`src/dps_pkg.sv`:
```
// ****************************************************************
// shared constants and carriers for the dual-port memory block
// ****************************************************************
package dps_pkg;

    // ****************************************************************
    // geometry
    // ****************************************************************
    localparam int ADDR_W  = 6;             // word address width, narrow mode
    localparam int IDX_W   = 5;             // word index width, byte mode
    localparam int DATA_W  = 8;             // data bus width
    localparam int NIB_W   = 4;             // narrow word width
    localparam int LANES   = 2;             // nibble lanes per stored byte
    localparam int WORDS   = 32;            // stored bytes, 256 bits in all
    localparam int ADDR_HI = 5;             // address bit dropped in byte mode
    localparam int SYNC_N  = 3;             // flops on every pin input

    // ****************************************************************
    // constant values
    // ****************************************************************
    localparam logic [LANES-1:0]  LANE_BOTH = 2'h3;   // byte write
    localparam logic [LANES-1:0]  LANE_LO   = 2'h1;   // low nibble write
    localparam logic [LANES-1:0]  LANE_HI   = 2'h2;   // high nibble write
    localparam logic [NIB_W-1:0]  NIB_ZERO  = 4'h0;   // unused upper nibble
    localparam logic [DATA_W-1:0] DATA_ZERO = 8'h00;  // read data after reset

    // ****************************************************************
    // carriers
    // ****************************************************************
    typedef struct packed {
        logic              clk;            // write clock pin level
        logic              en;             // write enable
        logic [ADDR_W-1:0] addr;           // write word address
        logic [DATA_W-1:0] data;           // write data
    } dps_wr_s;

    typedef struct packed {
        logic              clk;            // read clock pin level
        logic [ADDR_W-1:0] addr;           // read word address
    } dps_rd_s;

endpackage

```
`src/dps_mem.sv`:
```
`timescale 1ns/1ps
// ****************************************************************
// storage array: 32 bytes, written per nibble lane, registered read
// ****************************************************************
module dps_mem
    import dps_pkg::*;
(
    // clock
    input  wire logic              mclk,
    // write side
    input  wire logic [LANES-1:0]  wr_lane_en,
    input  wire logic [IDX_W-1:0]  wr_idx,
    input  wire logic [DATA_W-1:0] wr_data,
    // read side
    input  wire logic              rd_en,
    input  wire logic [IDX_W-1:0]  rd_idx,
    output logic      [DATA_W-1:0] rd_data_q
);

    // one nibble array per lane, so every lane's storage has a single writer
    genvar g;
    generate
        for (g = 0; g < LANES; g++) begin : g_lane
            logic [NIB_W-1:0] lane_q [0:WORDS-1];  // no reset: contents undefined at power-up
            logic [NIB_W-1:0] rd_nib_q;            // registered read of this lane

            // write only the lanes enabled this cycle
            always_ff @(posedge mclk) begin
                if (wr_lane_en[g]) begin
                    lane_q[wr_idx] <= wr_data[g*NIB_W +: NIB_W];
                end
            end

            // read returns old contents on a same-cycle write to the same word
            always_ff @(posedge mclk) begin
                if (rd_en) begin
                    rd_nib_q <= lane_q[rd_idx];
                end
            end

            // each lane fills its own slice of the registered read word
            assign rd_data_q[g*NIB_W +: NIB_W] = rd_nib_q;
        end
    endgenerate

endmodule

```
`src/dps_sram.sv`:
```
`timescale 1ns/1ps
// Summary of operation
// - 256 bits, as 32x8 or 64x4
// - independent read and write ports, concurrent
// - six-bit address picks one of 64 nibbles
// - byte mode ignores address bit five
// - each port clock has selectable edge polarity
// - eight-bit write bus, eight-bit read bus
module dps_sram
    import dps_pkg::*;
(
    // clock and reset
    input  wire logic              mclk,
    input  wire logic              reset,
    // static configuration
    input  wire logic              byte_mode,
    input  wire logic              wclk_active_high,
    input  wire logic              rclk_active_high,
    // write port pins
    input  wire logic              write_clk,
    input  wire logic              write_enable,
    input  wire logic [ADDR_W-1:0] write_word_address,
    input  wire logic [DATA_W-1:0] write_data_bus,
    // read port pins
    input  wire logic              read_clk,
    input  wire logic [ADDR_W-1:0] read_word_address,
    output logic      [DATA_W-1:0] read_data_bus,
    output logic                   read_done
);

    // ****************************************************************
    // pin synchronisers
    // ****************************************************************
    dps_wr_s wsync_q [0:SYNC_N-1];          // write pins, three stages
    dps_rd_s rsync_q [0:SYNC_N-1];          // read pins, three stages
    logic    wlvl_q;                        // last accepted write clock level
    logic    rlvl_q;                        // last accepted read clock level
    logic    wr_evt;                        // active write edge seen
    logic    rd_evt;                        // active read edge seen

    // three stages cost latency but keep a metastable first flop away from the edge logic
    // whole bundles move together so address and data line up with the clock edge
    always_ff @(posedge mclk) begin
        if (reset) begin
            for (int i = 0; i < SYNC_N; i++) begin
                wsync_q[i] <= '0;
                rsync_q[i] <= '0;
            end
        end else begin
            wsync_q[0] <= '{clk: write_clk, en: write_enable,
                            addr: write_word_address, data: write_data_bus};
            rsync_q[0] <= '{clk: read_clk, addr: read_word_address};
            for (int i = 1; i < SYNC_N; i++) begin
                wsync_q[i] <= wsync_q[i-1];
                rsync_q[i] <= rsync_q[i-1];
            end
        end
    end

    // accepted clock level follows only once stages two and three agree
    always_ff @(posedge mclk) begin
        if (reset) begin
            wlvl_q <= 1'b0;
            rlvl_q <= 1'b0;
        end else begin
            if (wsync_q[1].clk == wsync_q[2].clk) begin
                wlvl_q <= wsync_q[2].clk;
            end
            if (rsync_q[1].clk == rsync_q[2].clk) begin
                rlvl_q <= rsync_q[2].clk;
            end
        end
    end

    // a pin pulse shorter than one mclk period never settles and is lost
    // active edge: a settled change toward the selected polarity
    always_comb begin
        wr_evt = (wsync_q[1].clk == wsync_q[2].clk) && (wsync_q[2].clk != wlvl_q)
                 && (wsync_q[2].clk == wclk_active_high);
        rd_evt = (rsync_q[1].clk == rsync_q[2].clk) && (rsync_q[2].clk != rlvl_q)
                 && (rsync_q[2].clk == rclk_active_high);
    end

    // ****************************************************************
    // write address and lane decode
    // ****************************************************************
    logic [LANES-1:0]  wr_lane_en;          // nibble lanes written this cycle
    logic [IDX_W-1:0]  wr_idx;              // stored byte index
    logic [DATA_W-1:0] wr_data;             // data steered to its lane

    // shared by both ports: which lanes a six-bit address touches
    function automatic logic [LANES-1:0] lane_of(input logic bm, input logic [ADDR_W-1:0] a);
        lane_of = bm ? LANE_BOTH : (a[ADDR_HI] ? LANE_HI : LANE_LO);
    endfunction

    always_comb begin
        // bit five never reaches the index; in narrow mode it only picks the lane
        wr_idx     = wsync_q[2].addr[IDX_W-1:0];
        wr_lane_en = (wr_evt && wsync_q[2].en) ?
                     lane_of(byte_mode, wsync_q[2].addr) : '0;
        // narrow data always enters on the low nibble, copied to both lanes
        wr_data    = byte_mode ? wsync_q[2].data :
                     {wsync_q[2].data[NIB_W-1:0], wsync_q[2].data[NIB_W-1:0]};
    end

    // ****************************************************************
    // storage
    // ****************************************************************
    logic [DATA_W-1:0] mem_rd;              // registered array output

    // reset leaves the array and mem_rd alone; the read output and done registers clear
    // separate read and write decode lets both ports act in one cycle
    dps_mem u_mem (
        .mclk       (mclk),
        .wr_lane_en (wr_lane_en),
        .wr_idx     (wr_idx),
        .wr_data    (wr_data),
        .rd_en      (rd_evt),
        .rd_idx     (rsync_q[2].addr[IDX_W-1:0]),
        .rd_data_q  (mem_rd)
    );

    // ****************************************************************
    // read data path
    // ****************************************************************
    logic              rd_pend_q;           // array read in flight
    logic [LANES-1:0]  rd_lane_q;           // lane chosen at the read edge
    logic [DATA_W-1:0] rd_data_q;           // read data output register
    logic              rd_done_q;           // one-cycle completion pulse

    // lane and mode are caught with the edge so a later change cannot tear the word
    always_ff @(posedge mclk) begin
        if (reset) begin
            rd_pend_q <= 1'b0;
            rd_lane_q <= '0;
        end else begin
            rd_pend_q <= rd_evt;
            if (rd_evt) begin
                rd_lane_q <= lane_of(byte_mode, rsync_q[2].addr);
            end
        end
    end

    // output register holds until the read started by the next active read edge completes
    always_ff @(posedge mclk) begin
        if (reset) begin
            rd_data_q <= DATA_ZERO;
            rd_done_q <= 1'b0;
        end else begin
            rd_done_q <= rd_pend_q;
            if (rd_pend_q) begin
                // narrow reads zero-extend the nibble, byte reads pass all eight bits
                unique case (rd_lane_q)
                    LANE_LO: begin
                        rd_data_q <= {NIB_ZERO, mem_rd[NIB_W-1:0]};
                    end
                    LANE_HI: begin
                        rd_data_q <= {NIB_ZERO, mem_rd[DATA_W-1:NIB_W]};
                    end
                    default: begin
                        rd_data_q <= mem_rd;
                    end
                endcase
            end
        end
    end

    // outputs straight from flops, nothing after the register
    assign read_data_bus = rd_data_q;
    assign read_done     = rd_done_q;
endmodule

```
`config.mk`:
```
export PLATFORM = sky130hd
export DESIGN_NAME = dps_sram
export DESIGN_NICKNAME = d
export VERILOG_FILES = /design/src/dps_pkg.sv /design/src/dps_mem.sv /design/src/dps_sram.sv
export SDC_FILE = /design/constraint.sdc
export NUM_CORES = 1
export LEC_CHECK = 0
export BUFFER_PORTS_ARGS = -buffer_cell sky130_fd_sc_hd__buf_2
export CORE_UTILIZATION = 45
export CTS_CLUSTER_SIZE = 28
export DETAILED_ROUTE_END_ITERATION = 7
export PLACE_DENSITY = 0.69
export SETUP_SLACK_MARGIN = 0.5
export SYNTH_ARGS = -nofsm -noshare
export SYNTH_HDL_FRONTEND = slang
export SYNTH_SLANG_ARGS = --single-unit
```
`constraint.sdc`:
```
create_clock -name mclk -period 5.9 [get_ports mclk]
set_input_delay 0.59 -clock mclk [delete_from_list [all_inputs] [get_ports mclk]]
set_output_delay 0.59 -clock mclk [all_outputs]
set_load 0.05 [all_outputs]
```
Word level (Yosys, flattened, before mapping). Memory sizes are Yosys's and may differ from the RTL's. A register that Yosys moved wholly into a read port is not among the register bits. Index checks and enable logic that the tools add are counted.

Register bits after elaboration: 14. Memory bits (writable): 325. Bits of input ports: 28. Logic and storage cells: 49. Memories: 4.

Eq/ne operators: 8. Multiplexer cells: 20. Bitwise operators: 6. Reduce and logical (&&, ||, !) cells: 5.

Memory list: u_mem.g_lane[0].lane_q (words 32, width 4, read ports 1, clocked after memory_dff 1, write ports 1, line dps_mem.sv:24) `logic [NIB_W-1:0] lane_q [0:WORDS-1];`; u_mem.g_lane[1].lane_q (words 32, width 4, read ports 1, clocked after memory_dff 1, write ports 1, line dps_mem.sv:24); wsync_q (words 3, width 16, read ports 3, clocked after memory_dff 0, write ports 3, line dps_sram.sv:34) `dps_wr_s wsync_q [0:SYNC_N-1];`; rsync_q (words 3, width 7, read ports 3, clocked after memory_dff 0, write ports 3, line dps_sram.sv:35) `dps_rd_s rsync_q [0:SYNC_N-1];`.

Operator list (number): two-way mux 16 bit (3); two-way mux 7 bit (3); case mux 8 bit (2 select lines) (1); two-way mux 2 bit (5); two-way mux 8 bit (1); two-way mux 1 bit (7); OR 1 bit (6); logical AND 1 bit (5); == test 1 bit (4); == test 2 x 1 -> 1 bit (second input constant) (1); == test 2 bit (second input constant) (1); inequality test 1 bit (2).

Depth between registers and ports, before layout. Gate-level depths: netlist of the first run.

Word-level depth: 7. Mapped depth: 6.

Modules after synthesis. From an unflattened synthesis of the first run, not the netlist that was laid out.

Cell total of the unflattened synthesis: 686. Area, all modules: 12831.1 um2.

Modules (own cells, without submodules): dps_mem (times used 1, cells each 462, area an instance 10311.1 um2, seq. area each 7927.6 um2); dps_sram (times used 1, cells each 224, area an instance 2519.9 um2, seq. area each 1661.6 um2).

Least setup slack after synthesis of the first run. Ideal clock, no wire load.

Kind: in2reg. Start point: input wclk_active_high. End point: memory u_mem.g_lane[0].lane_q[20][0], enable pin. Data arrival time: 2.136 ns. Path slack: 3.402 ns. Stages: 4. Path through: nor4b_1 -> o211ai_1 -> clkbuf_1 -> nor3_1.

Word-level cells in the longest chain between the ends: 6.

Ends and longest elaborated chain: start: declaration (line dps_sram.sv:17) `input wire logic wclk_active_high,`; == test 1 bit (line dps_sram.sv:79) `&& (wsync_q[2].clk == wclk_active_high);`; logical AND 1 bit (line dps_sram.sv:79); logical AND 1 bit (line dps_sram.sv:99) `wr_lane_en = (wr_evt && wsync_q[2].en) ?`; two-way mux 2 bit (line dps_sram.sv:99); two-way mux 1 bit (line dps_mem.sv:29) `if (wr_lane_en[g]) begin`; two-way mux 1 bit (not written as such) (line dps_mem.sv:30) `lane_q[wr_idx] <= wr_data[g*NIB_W +: NIB_W];`; end: declaration (line dps_mem.sv:24).

No other way between the ends.

==> impl_results.md, run 1 <==
- Status: complete, no violations
- Number of global-route vias before repair: approximately 6,400
- CTS tree: done
- Cells after Synth: 687
- Clock Power Share: 43.3%
- Total power: between 0.004 and 0.005 W
- Cts bufs inserted: 35
- Max frequency: 0.3292 GHz
- Total track usage: 18.10%
- Switching share of total power: approximately a fifth
- Tcrit/Tclk final: 51.48%
- Syn Area/Cell: around 19 sq um
- Area share of the largest cell type after synthesis: between 60 and 70%
- Final Skew: around 0.021 ns
- Slowest CP cell: buf_4
- DRT Pass-1 Iters: 5
- Slew @ Worst Pin: about 1.3 ns
- Max-slew violation count: 0
- Starting Density: about 46%
- Number of instances in the placed design: 1,063
- Remaining DRCs: 0
- Max_slew headroom: about a tenth
- Post-Syn Nets: between 700 and 800
- Crit-path max FO: 44
- Net load switching power: between 0.0009 and 0.001 W
- Crit path cell chain: buf_4 -> mux4_2 -> mux4_2 -> mux2_2
- Filler cells: approximately 2,200
- Seq cells post-synth: roughly 350
- Layout area overhead: 12.23%
- Setup repair bufs after CTS: 0
- Commonest non-fill, non-tap cell in the layout: edfxtp_1
- Top cells by area, synth: edfxtp_1 61%, mux4_2 14%, dfxtp_1 13%, nor2b_1 3.4%, nor3_1 1.3%
- Static Leak: approximately 4.5 nW
- # IOs: 37
- Fin nets: approximately 750
- Power per Cell Area: around 330 mW/mm^2
- Worst hold path type: input pin to register
- Port bufs: 36
- Pre-CTS setup slack: 2.820 ns
- Clk root buf: clkbuf_16
- Setup_tns: 0 ns
- Tmin final: 3.038 ns
- Worst-path clk slew: ~0.060 ns
- Routed vias: between 6,000 and 7,000
- RSZ-0062 raised after global routing: false
- Crit path kind: register to register
- DIE AREA: 0.02934 sq mm
- Final Util: between 50 and 60%
- Row cnt: 61
- Hold Violations, Final: 0
- Peak VDD IR: 0.1659 mV
- Crit path largest cell delay: 0.73 ns
- Sequential Power Share: between 50% and 60%
- Hpwl dp: around 16,000 um
- CTS sink count: between 300 and 400
- Most frequent cells in the layout: 264 x edfxtp_1, 81 x dfxtp_1, 80 x mux4_2, 71 x nor2b_1, 37 x nor2_1
- Final setup viols: 0
- Fin cells: approximately 1,100
- Crit. End Element: register
- Largest area contributor in the netlist: edfxtp_1
- Final ANT Viol Nets: 0
- Cell area after synthesis: ~0.013 sq mm
- # hold bufs at CTS: 0
- First-pass GRT wire length: 38,730 um
- Die span in y: 171.3 um
- Gpl congestion: 0.7921
- Crit start category: register
- Core Box Area: 0.02801 sq mm
- Detailed Route Iter0 Violations: roughly 570
- CTS max path bufs: 3
- Register area share after synthesis: 74.36%
- Vias/cell: 5.635
- Final wirelength: between 20,000 and 30,000 um
- Comb power frac: 1.8%
- # resized after CTS: 0
- Worst-skew pair later-pin latency: around 0.52 ns
- Grt ovf: 0
- Horiz. Die Dim: 171.3 um
- Worst Path Arrival: approximately 3.3 ns
- Critical Path RT: 6.16 ns
- Ant. Diodes: 0
- Post-synthesis cell type count: 35
- Largest net degree at the start of global routing: 84
- CP dominant cell by count: mux4_2
- Yosys warns: 0
- Setup WS post-layout: between 2 and 3 ns
- Htree depth: 2
- Power Internal: between 0.003 and 0.004 W
- Drt wl/cell: 23.12 um
- Layout cells sized above 1: 25.54%
- Initial antenna violation count: 0
- Max_cap viols: 0
registers in the layout (all words and copies together), names as in the netlist:
name,flops
rd_lane_q,2
u_mem.g_lane.lane_q,256
read_data_bus,8
rlvl_q,1
wsync_q,48
rd_pend_q,1
u_mem.g_lane.rd_nib_q,8
rsync_q,21
read_done,1
wlvl_q,1
routing by layer:
layer,wire (um),GRT usage [%]
met2,12990,30.12
met3,1650,3.451
met5,0,0
met1,10430,23.43
met4,880,7.415
cells in the mapped netlist (all sizes together):
library cell  number
edfxtp           264
dfxtp             83
mux4              80
nor2b             71
nor2              37
nor3              33
clkbuf            26
buf               17
mux2              12
a21oi              8
nand2b             6
nand3              6
nand2              5
a211oi             4
a22oi              4
inv                4
o2111ai            4
nand3b             3
and4b              2
ha                 2
nor4b              2
o211ai             2
o21ai              2
or3b               2
a311oi             1
nand4b             1
o21a               1
o21ba              1
o22ai              1
or2                1
or3                1
or4b               1
cell type report:
type | instances | area (sq um) | share of cell area (%)
clock buffers | 46 | 968.4 | 6.691
clock inverters | 13 | 107.6 | 0.7434
inverters | 4 | 15.01 | 0.1037
multi-input cells | 293 | 3098 | 21.40
flip-flops and latches | 347 | 9594 | 66.29
well taps | 378 | 473.0 | 3.268
repair buffers | 41 | 217.7 | 1.504
through the flow:
stage	hold WS, ns	instance area [sq um]
6_report	0.2804	14470
5_1_grt	0.2738	14470
4_1_cts	0.2689	14470
3_5_place_dp	0.4248	13400
3_3_place_gp	0.4183	13400
2_1_floorplan	0.4138	12900
worst paths after layout:
kind,start,endpoint,slack [ns],cells past startpoint
worst max-delay path,rsync_q[0][15],u_mem.g_lane[0].rd_nib_q[2],2.86,4
worst max register to register,rsync_q[0][15],u_mem.g_lane[0].rd_nib_q[2],2.86,4
worst min register to register,rsync_q[0][9],rsync_q[0][16],0.44,1
worst min-delay path,write_word_address[1],wsync_q[0][9],0.28,2
cells by family after synthesis:
family | count (synthesis) | synth area share, %
flops | 347 | 74.36
compound gates | 28 | 1.494
fa+ha+maj | 2 | 0.1940
mux | 92 | 15.02
buf+inv | 47 | 1.620
simple gates | 171 | 7.316
power by group through the flow:
stage,clock network (W),logic [W],registers (W)
2_1_floorplan,0,0.0000693,0.00269
3_3_place_gp,0,0.0000864,0.00270
3_5_place_dp,0,0.0000894,0.00270
4_1_cts,0.00212,0.0000897,0.00265
5_1_grt,0.00221,0.0000957,0.00265
6_report,0.00209,0.0000887,0.00265
worst max-delay path: cells and delay by family, from the launching register on:
| family | cells | cell delay (ns) |
|---|---|---|
| flip-flops | 1 | 0.60 |
| buffers and inverters | 1 | 0.73 |
| multiplexers | 3 | 1.41 |
(Power assumes the default switching activity.)
==> run 2, diff against run 1 <==
ABC_AREA = 1   (was default)
clock period = 2.9 ns   (was 5.9 ns; I/O delays follow)
==> run 2 against run 1 <==
  * Synthesized area grew 6.6%
  * Register-to-register slack worse by 2.0 ns
  * Critical path type unchanged
  * Die area is 6.6% higher
  * Maximum frequency increased by 50%
  * Global-route usage increased by 1.5 points
  * Hold slack worse by 0.090 ns
  * Non-clock buffer count is 32 higher
  * Sequential share of layout area decreased by 4.5 points
  * Clock power grew 120%
  * Combinational power grew to 3.7 times the previous value
  * Core utilization up 0.33 points
  * Wire length up 15%
==> impl_results.md, run 2 <==
- Port bufs: 36 (unchanged)
- Total track usage: 19.58% (+1.5 points)
- Hold Violations, Final: 0 (unchanged)
- Hold path start: rclk_active_high
- Slew @ Worst Pin: 1.055 ns (-0.2883 ns)
- Grt ovf: 0 (unchanged)
- Clk root buf: clkbuf_16
- Gpl congestion: 0.8155 (+3.0%)
- Largest area contributor in the netlist: edfxtp_1
- Cells after Synth: 1,305 (+90%)
- DIE AREA: 0.03127 sq mm (+6.6%)
- Post-synth ARST share: 0% (unchanged)
- CTS sink count: 347 (unchanged)
- Cts bufs inserted: 36 (+2.9%)
- # resized after CTS: 0 (unchanged)
- Final ANT Viol Nets: 0 (unchanged)
- Top Metal Used: met4
- Remaining DRCs: 0 (unchanged)
- Final setup viols: 0 (unchanged)
- Number of instances in the placed design: 1,675 (+58%)
- Final Skew: 0.01503 ns (-0.006445 ns)
- Fin cells: 1,764 (+57%)
- Power per Cell Area: 658.0 mW/mm^2 (+97%)
- RSZ-0062 raised after global routing: false
- CTS tree: done
- Crit-path max FO: 5 (-89%)
- Worst Path Arrival: 2.20 ns (-1.10 ns)
- Top-count cell post-synth: nand2_1
- Area occupied by multi-input gates: 0.003358 sq mm (+8.4%)
- Largest net degree at the start of global routing: 129 (+54%)
- Setup repair bufs after CTS: 0 (unchanged)
- Htree depth: 2 (unchanged)
- Row cnt: 63 (+3.3%)
- Max-slew violation count: 0 (unchanged)
- Top cells by area, synth: edfxtp_1 58%, dfxtp_1 12%, nand2_1 11%, nand3_1 7.5%, nor2_1 4.0%
- R2r startpoint: wsync_q[0][44]
- Peak VDD IR: 0.4086 mV (+150%)
- Die span in y: 176.8 um (+3.2%)
- Register area share after synthesis: 69.72% (-4.6 points)
- Yosys warns: 0 (unchanged)
- Max frequency: 0.4951 GHz (+50%)
- Met3 WL: 2380 um (+44%)
- Initial antenna violation count: 1 (+1)
- # IOs: 37 (unchanged)
- Ant. Diodes: 0 (unchanged)
- Filler cells: 2,606 (+17%)
- Setup_tns: 0 ns (unchanged)
- Worst-skew pair later-pin latency: 0.52 ns (about the same)
- Routed wl met2: 13,970 um (+7.6%)
- Fin nets: 1,376 (+83%)
- Tcrit/Tclk final: 69.65% (+18 points)
- Metal1 wirelength: 12,700 um (+22%)
- Regs by FF count: u_mem.g_lane.lane_q: 256 flops, wsync_q: 48 flops, rsync_q: 21 flops
- Max_cap viols: 0 (unchanged)
- Post-synthesis cell type count: 23 (-34%)
- Starting Density: 46.04% (about the same)
- Detailed Route Iter0 Violations: 790 (+38%)
- Crit path kind: register to register
- Layout cells sized above 1: 8.661% (-17 points)
- Tmin final: 2.020 ns (-1.018 ns)
- Final Util: 52.00% (+0.33 points)
- Commonest non-fill, non-tap cell in the layout: nand2_1
- Flip-flop and latch area: 0.009594 sq mm (unchanged)
- Seq cells post-synth: 347 (unchanged)
- Post-Syn Nets: 1,335 (+86%)
- Routed vias: 9,060 (+43%)
- Most frequent cells in the layout: 406 x nand2_1, 264 x edfxtp_1, 206 x nand3_1, 148 x nor2_1, 91 x inv_1
- Post-synth EDFFs: 264 (unchanged)
- Hpwl dp: 18,210 um (+13%)
- Max reg flops: 256 (unchanged)
- Number of global-route vias before repair: 8,821 (+38%)
- DRT Pass-1 Iters: 6 (+1)
- Syn Area/Cell: 10.54 sq um (-44%)
- Worst-path clk slew: 0.06 ns (about the same)
- Critical Path RT: 3.08 ns (-3.08 ns)
- Core Box Area: 0.02987 sq mm (+6.7%)
- Area share of the largest cell type after synthesis: 57.64% (-3.8 points)
- Crit. End Element: register
- Worst hold path type: input pin to register
- Horiz. Die Dim: 176.8 um (+3.2%)
- Crit start category: register
- Drt wl/cell: 16.85 um (-27%)
- Worst setup startpoint: wsync_q[0][44]
- Register with the most flip-flops: u_mem.g_lane.lane_q
- Max_slew headroom: 29.41% (+19 points)
- CTS max path bufs: 3 (unchanged)
- Cell area after synthesis: 0.01375 sq mm (+6.6%)
- Main synth FF type: edfxtp_1
- Vias/cell: 5.136 (-8.8%)
- Final wirelength: 29,730 um (+15%)
- Most frequent cells after synthesis: 406 x nand2_1, 264 x edfxtp_1, 206 x nand3_1, 148 x nor2_1, 91 x inv_1
- First-pass GRT wire length: 46,550 um (+20%)
- Status: complete, no violations
- Layout area overhead: 12.95%
- Static Leak: 5.898 nW (+30%)
==> run 2: path summary, 6_finish.rpt <==
kind | endpoint | slack [ns] | depth (start not counted)
min reg2reg | wsync_q[0][40] | 0.40 | 2
max reg2reg | u_mem.g_lane[0].lane_q[24][1] | 0.88 | 4
max | u_mem.g_lane[0].lane_q[24][1] | 0.88 | 4
min | rd_pend_q | 0.19 | 4
==> run 2: area by class of cell <==
cell class              count  area share, %
clock inverters            15         0.7812
multi-input cells         795          21.62
clock buffers              51          6.886
flip-flops and latches    347          61.76
well taps                 390          3.141
inverters                  93          2.255
repair buffers             73          3.560
==> run 2: kinds of logic after synthesis <==
logic type | after synthesis | share of synthesized area [%]
buf+inv | 163 | 6.023
flops | 347 | 69.72
fa+ha+maj | 2 | 0.1819
mux | 4 | 0.3275
compound gates | 16 | 0.6187
simple gates | 773 | 23.13
==> run 2: stage by stage <==
step / setup WS, ns / instance area (sq um) / power [W] / hold slack (ns)
2_1_floorplan: 1.386 / 13750 / 0.005682 / 0.3883
3_3_place_gp: 0.9780 / 14110 / 0.005771 / 0.3896
3_5_place_dp: 0.9420 / 14110 / 0.005776 / 0.3933
4_1_cts: 0.9447 / 15530 / 0.01028 / 0.1744
5_1_grt: 0.7598 / 15530 / 0.01051 / 0.2307
6_report: 0.8803 / 15530 / 0.01022 / 0.1902
==> run 2: power by group <==
group	internal (W)	total, W	switching (W)
combinational	0.000107	0.000325	0.000218
clock	0.00268	0.00453	0.00185
sequential	0.00535	0.00537	0.0000175
==> run 2: timing repair <==
action / 4_1_cts / 5_1_grt
hold buffers: 23 / 0
hold endpoints to repair: 23 / 0
setup endpoints to repair: 0 / 0
==> run 2: routing by layer <==
metal	vias up	GRT usage, %
li1	4395	-
met1	4262	26.33
met2	348	31.75
met3	55	3.887
met4	0	6.537
met5	-	0
==> run 2: critical path: stages, from the launching register on <==
cell     delay, ns
dfxtp_1       0.40
inv_1         0.11
nor3_1        0.51
nand2_1       0.30
nor2_1        0.37
==> run 3, diff against run 2 <==
ABC_AREA = 0   (was 1)
clock period = 1.92 ns   (was 2.9 ns; I/O delays follow)
==> run 3 against run 2 <==
  * The flow now finishes with violations (setup timing)
  * Sequential share of layout area down 2.0 points
  * Power is 45% higher
  * Design area increased by 3.4%
  * Critical endpoint is now u_mem.g_lane[1].rd_nib_q[2]
==> impl_results.md, run 3 (same netlist as run 1, synthesis figures left out) <==
- Crit. End Element: register
- Regs by FF count: u_mem.g_lane.lane_q: 256 flops, wsync_q: 48 flops, rsync_q: 21 flops
- Hold Violations, Final: 0 (unchanged)
- Initial antenna violation count: 0 (-1)
- Worst hold path type: input pin to register
- Setup_tns: -2.294 ns (-2.294 ns)
- Setup WS post-layout: -0.3142 ns (-1.194 ns)
- Worst hold slack: 0.04566 ns (-0.1445 ns)
- Largest net degree at the start of global routing: 84 (-35%)
- Most frequent cells in the layout: 264 x edfxtp_1, 80 x mux4_2, 76 x dfxtp_1, 70 x nor2b_1, 39 x clkbuf_16
- CTS tree: done
- Gpl congestion: 0.7368 (-9.7%)
- Tcrit/Tclk final: 116.4% (+47 points)
- Number of global-route vias before repair: 6,625 (-25%)
- Final ANT Viol Nets: 0 (unchanged)
- Worst-skew pair later-pin latency: 0.50 ns (-0.02 ns)
- Failing checks: setup timing
- Power per Cell Area: 925.8 mW/mm^2 (+41%)
- Detailed Route Iter0 Violations: 587 (-26%)
- Final Skew: 0.01183 ns (-0.003201 ns)
- Area occupied by multi-input gates: 0.003862 sq mm (+15%)
- Clock Power Share: 42.7% (-1.6 points)
- Peak VDD IR: 0.7830 mV (+92%)
- Max-slew violation count: 0 (unchanged)
- Layout cells sized above 1: 38.32% (+30 points)
- Slew @ Worst Pin: 0.6870 ns (-0.3679 ns)
- DRT Pass-1 Iters: 5 (-1)
- Max_slew headroom: 54.20% (+25 points)
- Static Leak: 5.219 nW (-12%)
- Core Box Area: 0.02801 sq mm (-6.2%)
- Worst-path clk slew: 0.06 ns (about the same)
- DIE AREA: 0.02934 sq mm (-6.2%)
- Vias/cell: 5.451 (+6.1%)
- Net load switching power: 0.002874 W (+38%)
- Starting Density: 46.04% (about the same)
- CTS max path bufs: 3 (unchanged)
- Comb power frac: 2.8% (-0.4 points)
- # IOs: 37 (unchanged)
- Hpwl dp: 16,310 um (-10%)
- Clk root buf: clkbuf_16
- Max_cap viols: 0 (unchanged)
- Filler cells: 2,039 (-22%)
- Layout area overhead: 24.54%
- Tmin final: 2.234 ns (+0.2145 ns)
- Fin nets: 818 (-41%)
- Reg2reg path depth: 4 (unchanged)
- Routed vias: 6,470 (-29%)
- Max reg flops: 256 (unchanged)
- Register with the most flip-flops: u_mem.g_lane.lane_q
- CTS sink count: 347 (unchanged)
- Drt wl/cell: 22.60 um (+34%)
- Final wirelength: 26,830 um (-9.7%)
- Sequential Power Share: 54.5% (+2.0 points)
- Port bufs: 36 (unchanged)
- Flip-flop and latch area: 0.009603 sq mm (about the same)
- Crit-path max FO: 17 (+12)
- RSZ-0062 raised after global routing: true
- Status: complete, but fails checks
- First-pass GRT wire length: 40,300 um (-13%)
- Crit start category: register
- Row cnt: 61 (-3.2%)
- Switching share of total power: 19.33% (-1.1 points)
- Worst Path Arrival: 2.49 ns (+0.29 ns)
- Final setup viols: 8 (+8)
- Die span in y: 171.3 um (-3.1%)
- Cts bufs inserted: 35 (-2.8%)
- Power Internal: 0.01199 W (+47%)
- Min-Delay Path Depth: 3 (-1)
- Pre-CTS setup slack: -0.3206 ns (-1.263 ns)
- Critical Path RT: 2.17 ns (-0.91 ns)
- Max frequency: 0.4476 GHz (-9.6%)
- Grt ovf: 0 (unchanged)
- Crit path kind: register to register
- Horiz. Die Dim: 171.3 um (-3.1%)
- Commonest non-fill, non-tap cell in the layout: edfxtp_1
- Ant. Diodes: 0 (unchanged)
- Total track usage: 18.77% (-0.81 points)
- Htree depth: 2 (unchanged)
- Remaining DRCs: 0 (unchanged)
run 3: layout make-up:
class | instances | area share, %
clock inverter | 10 | 0.4519
tap | 378 | 2.945
sequential | 347 | 59.79
multi-input combinational | 294 | 24.05
clock buffer | 48 | 6.162
timing repair buffer | 106 | 6.505
inverter | 4 | 0.09349
run 3: per-layer routing:
layer	up-vias	global-route usage, %	share of wire, %
met2	192	30.05	50
met1	3333	25.56	42
met5	-	0	0
li1	2898	-	-
met4	0	6.134	2.3
met3	47	4.211	6.1
run 3: power groups by stage:
| stage | registers, W | logic, W | clock network (W) |
|---|---|---|---|
| detailed placement | 0.00827 | 0.000368 | 0 |
| global placement | 0.00827 | 0.000357 | 0 |
| finish | 0.00811 | 0.000418 | 0.00634 |
| CTS | 0.00811 | 0.000418 | 0.00644 |
| global route | 0.00811 | 0.000449 | 0.00674 |
| floorplan | 0.00826 | 0.000251 | 0 |
run 3: per-stage QoR:
step	power, W	instances	area (sq um)	utilization, %
global placement	0.008623	1090	14290	51.02
finish	0.01487	1187	16060	57.34
detailed placement	0.008635	1090	14290	51.02
floorplan	0.008514	687	13560	-
CTS	0.01497	1174	15880	56.70
global route	0.01530	1187	16060	57.34
run 3: timing repair:
action,in CTS,in global routing
resized for setup,52,19
pin swaps,16,9
setup endpoints to repair,275,276
cloned,0,2
endpoints found under the hold margin,23,0
setup buffers,3,11
hold buffers,23,0
run 3: worst paths after layout:
check / start / endpoint / slack [ns]
worst min register to register: wsync_q[0][16] / wsync_q[0][32] / 0.43
worst max-delay path: rsync_q[0][15] / u_mem.g_lane[1].rd_nib_q[2] / -0.31
worst max register to register: rsync_q[0][15] / u_mem.g_lane[1].rd_nib_q[2] / -0.31
worst min-delay path: rclk_active_high / rd_pend_q / 0.05
run 3: worst max-delay path: stages (launching register included):
cell,delay (ns)
dfxtp_4,0.43
buf_12,0.20
mux4_2,0.56
mux4_2,0.51
mux2_2,0.28
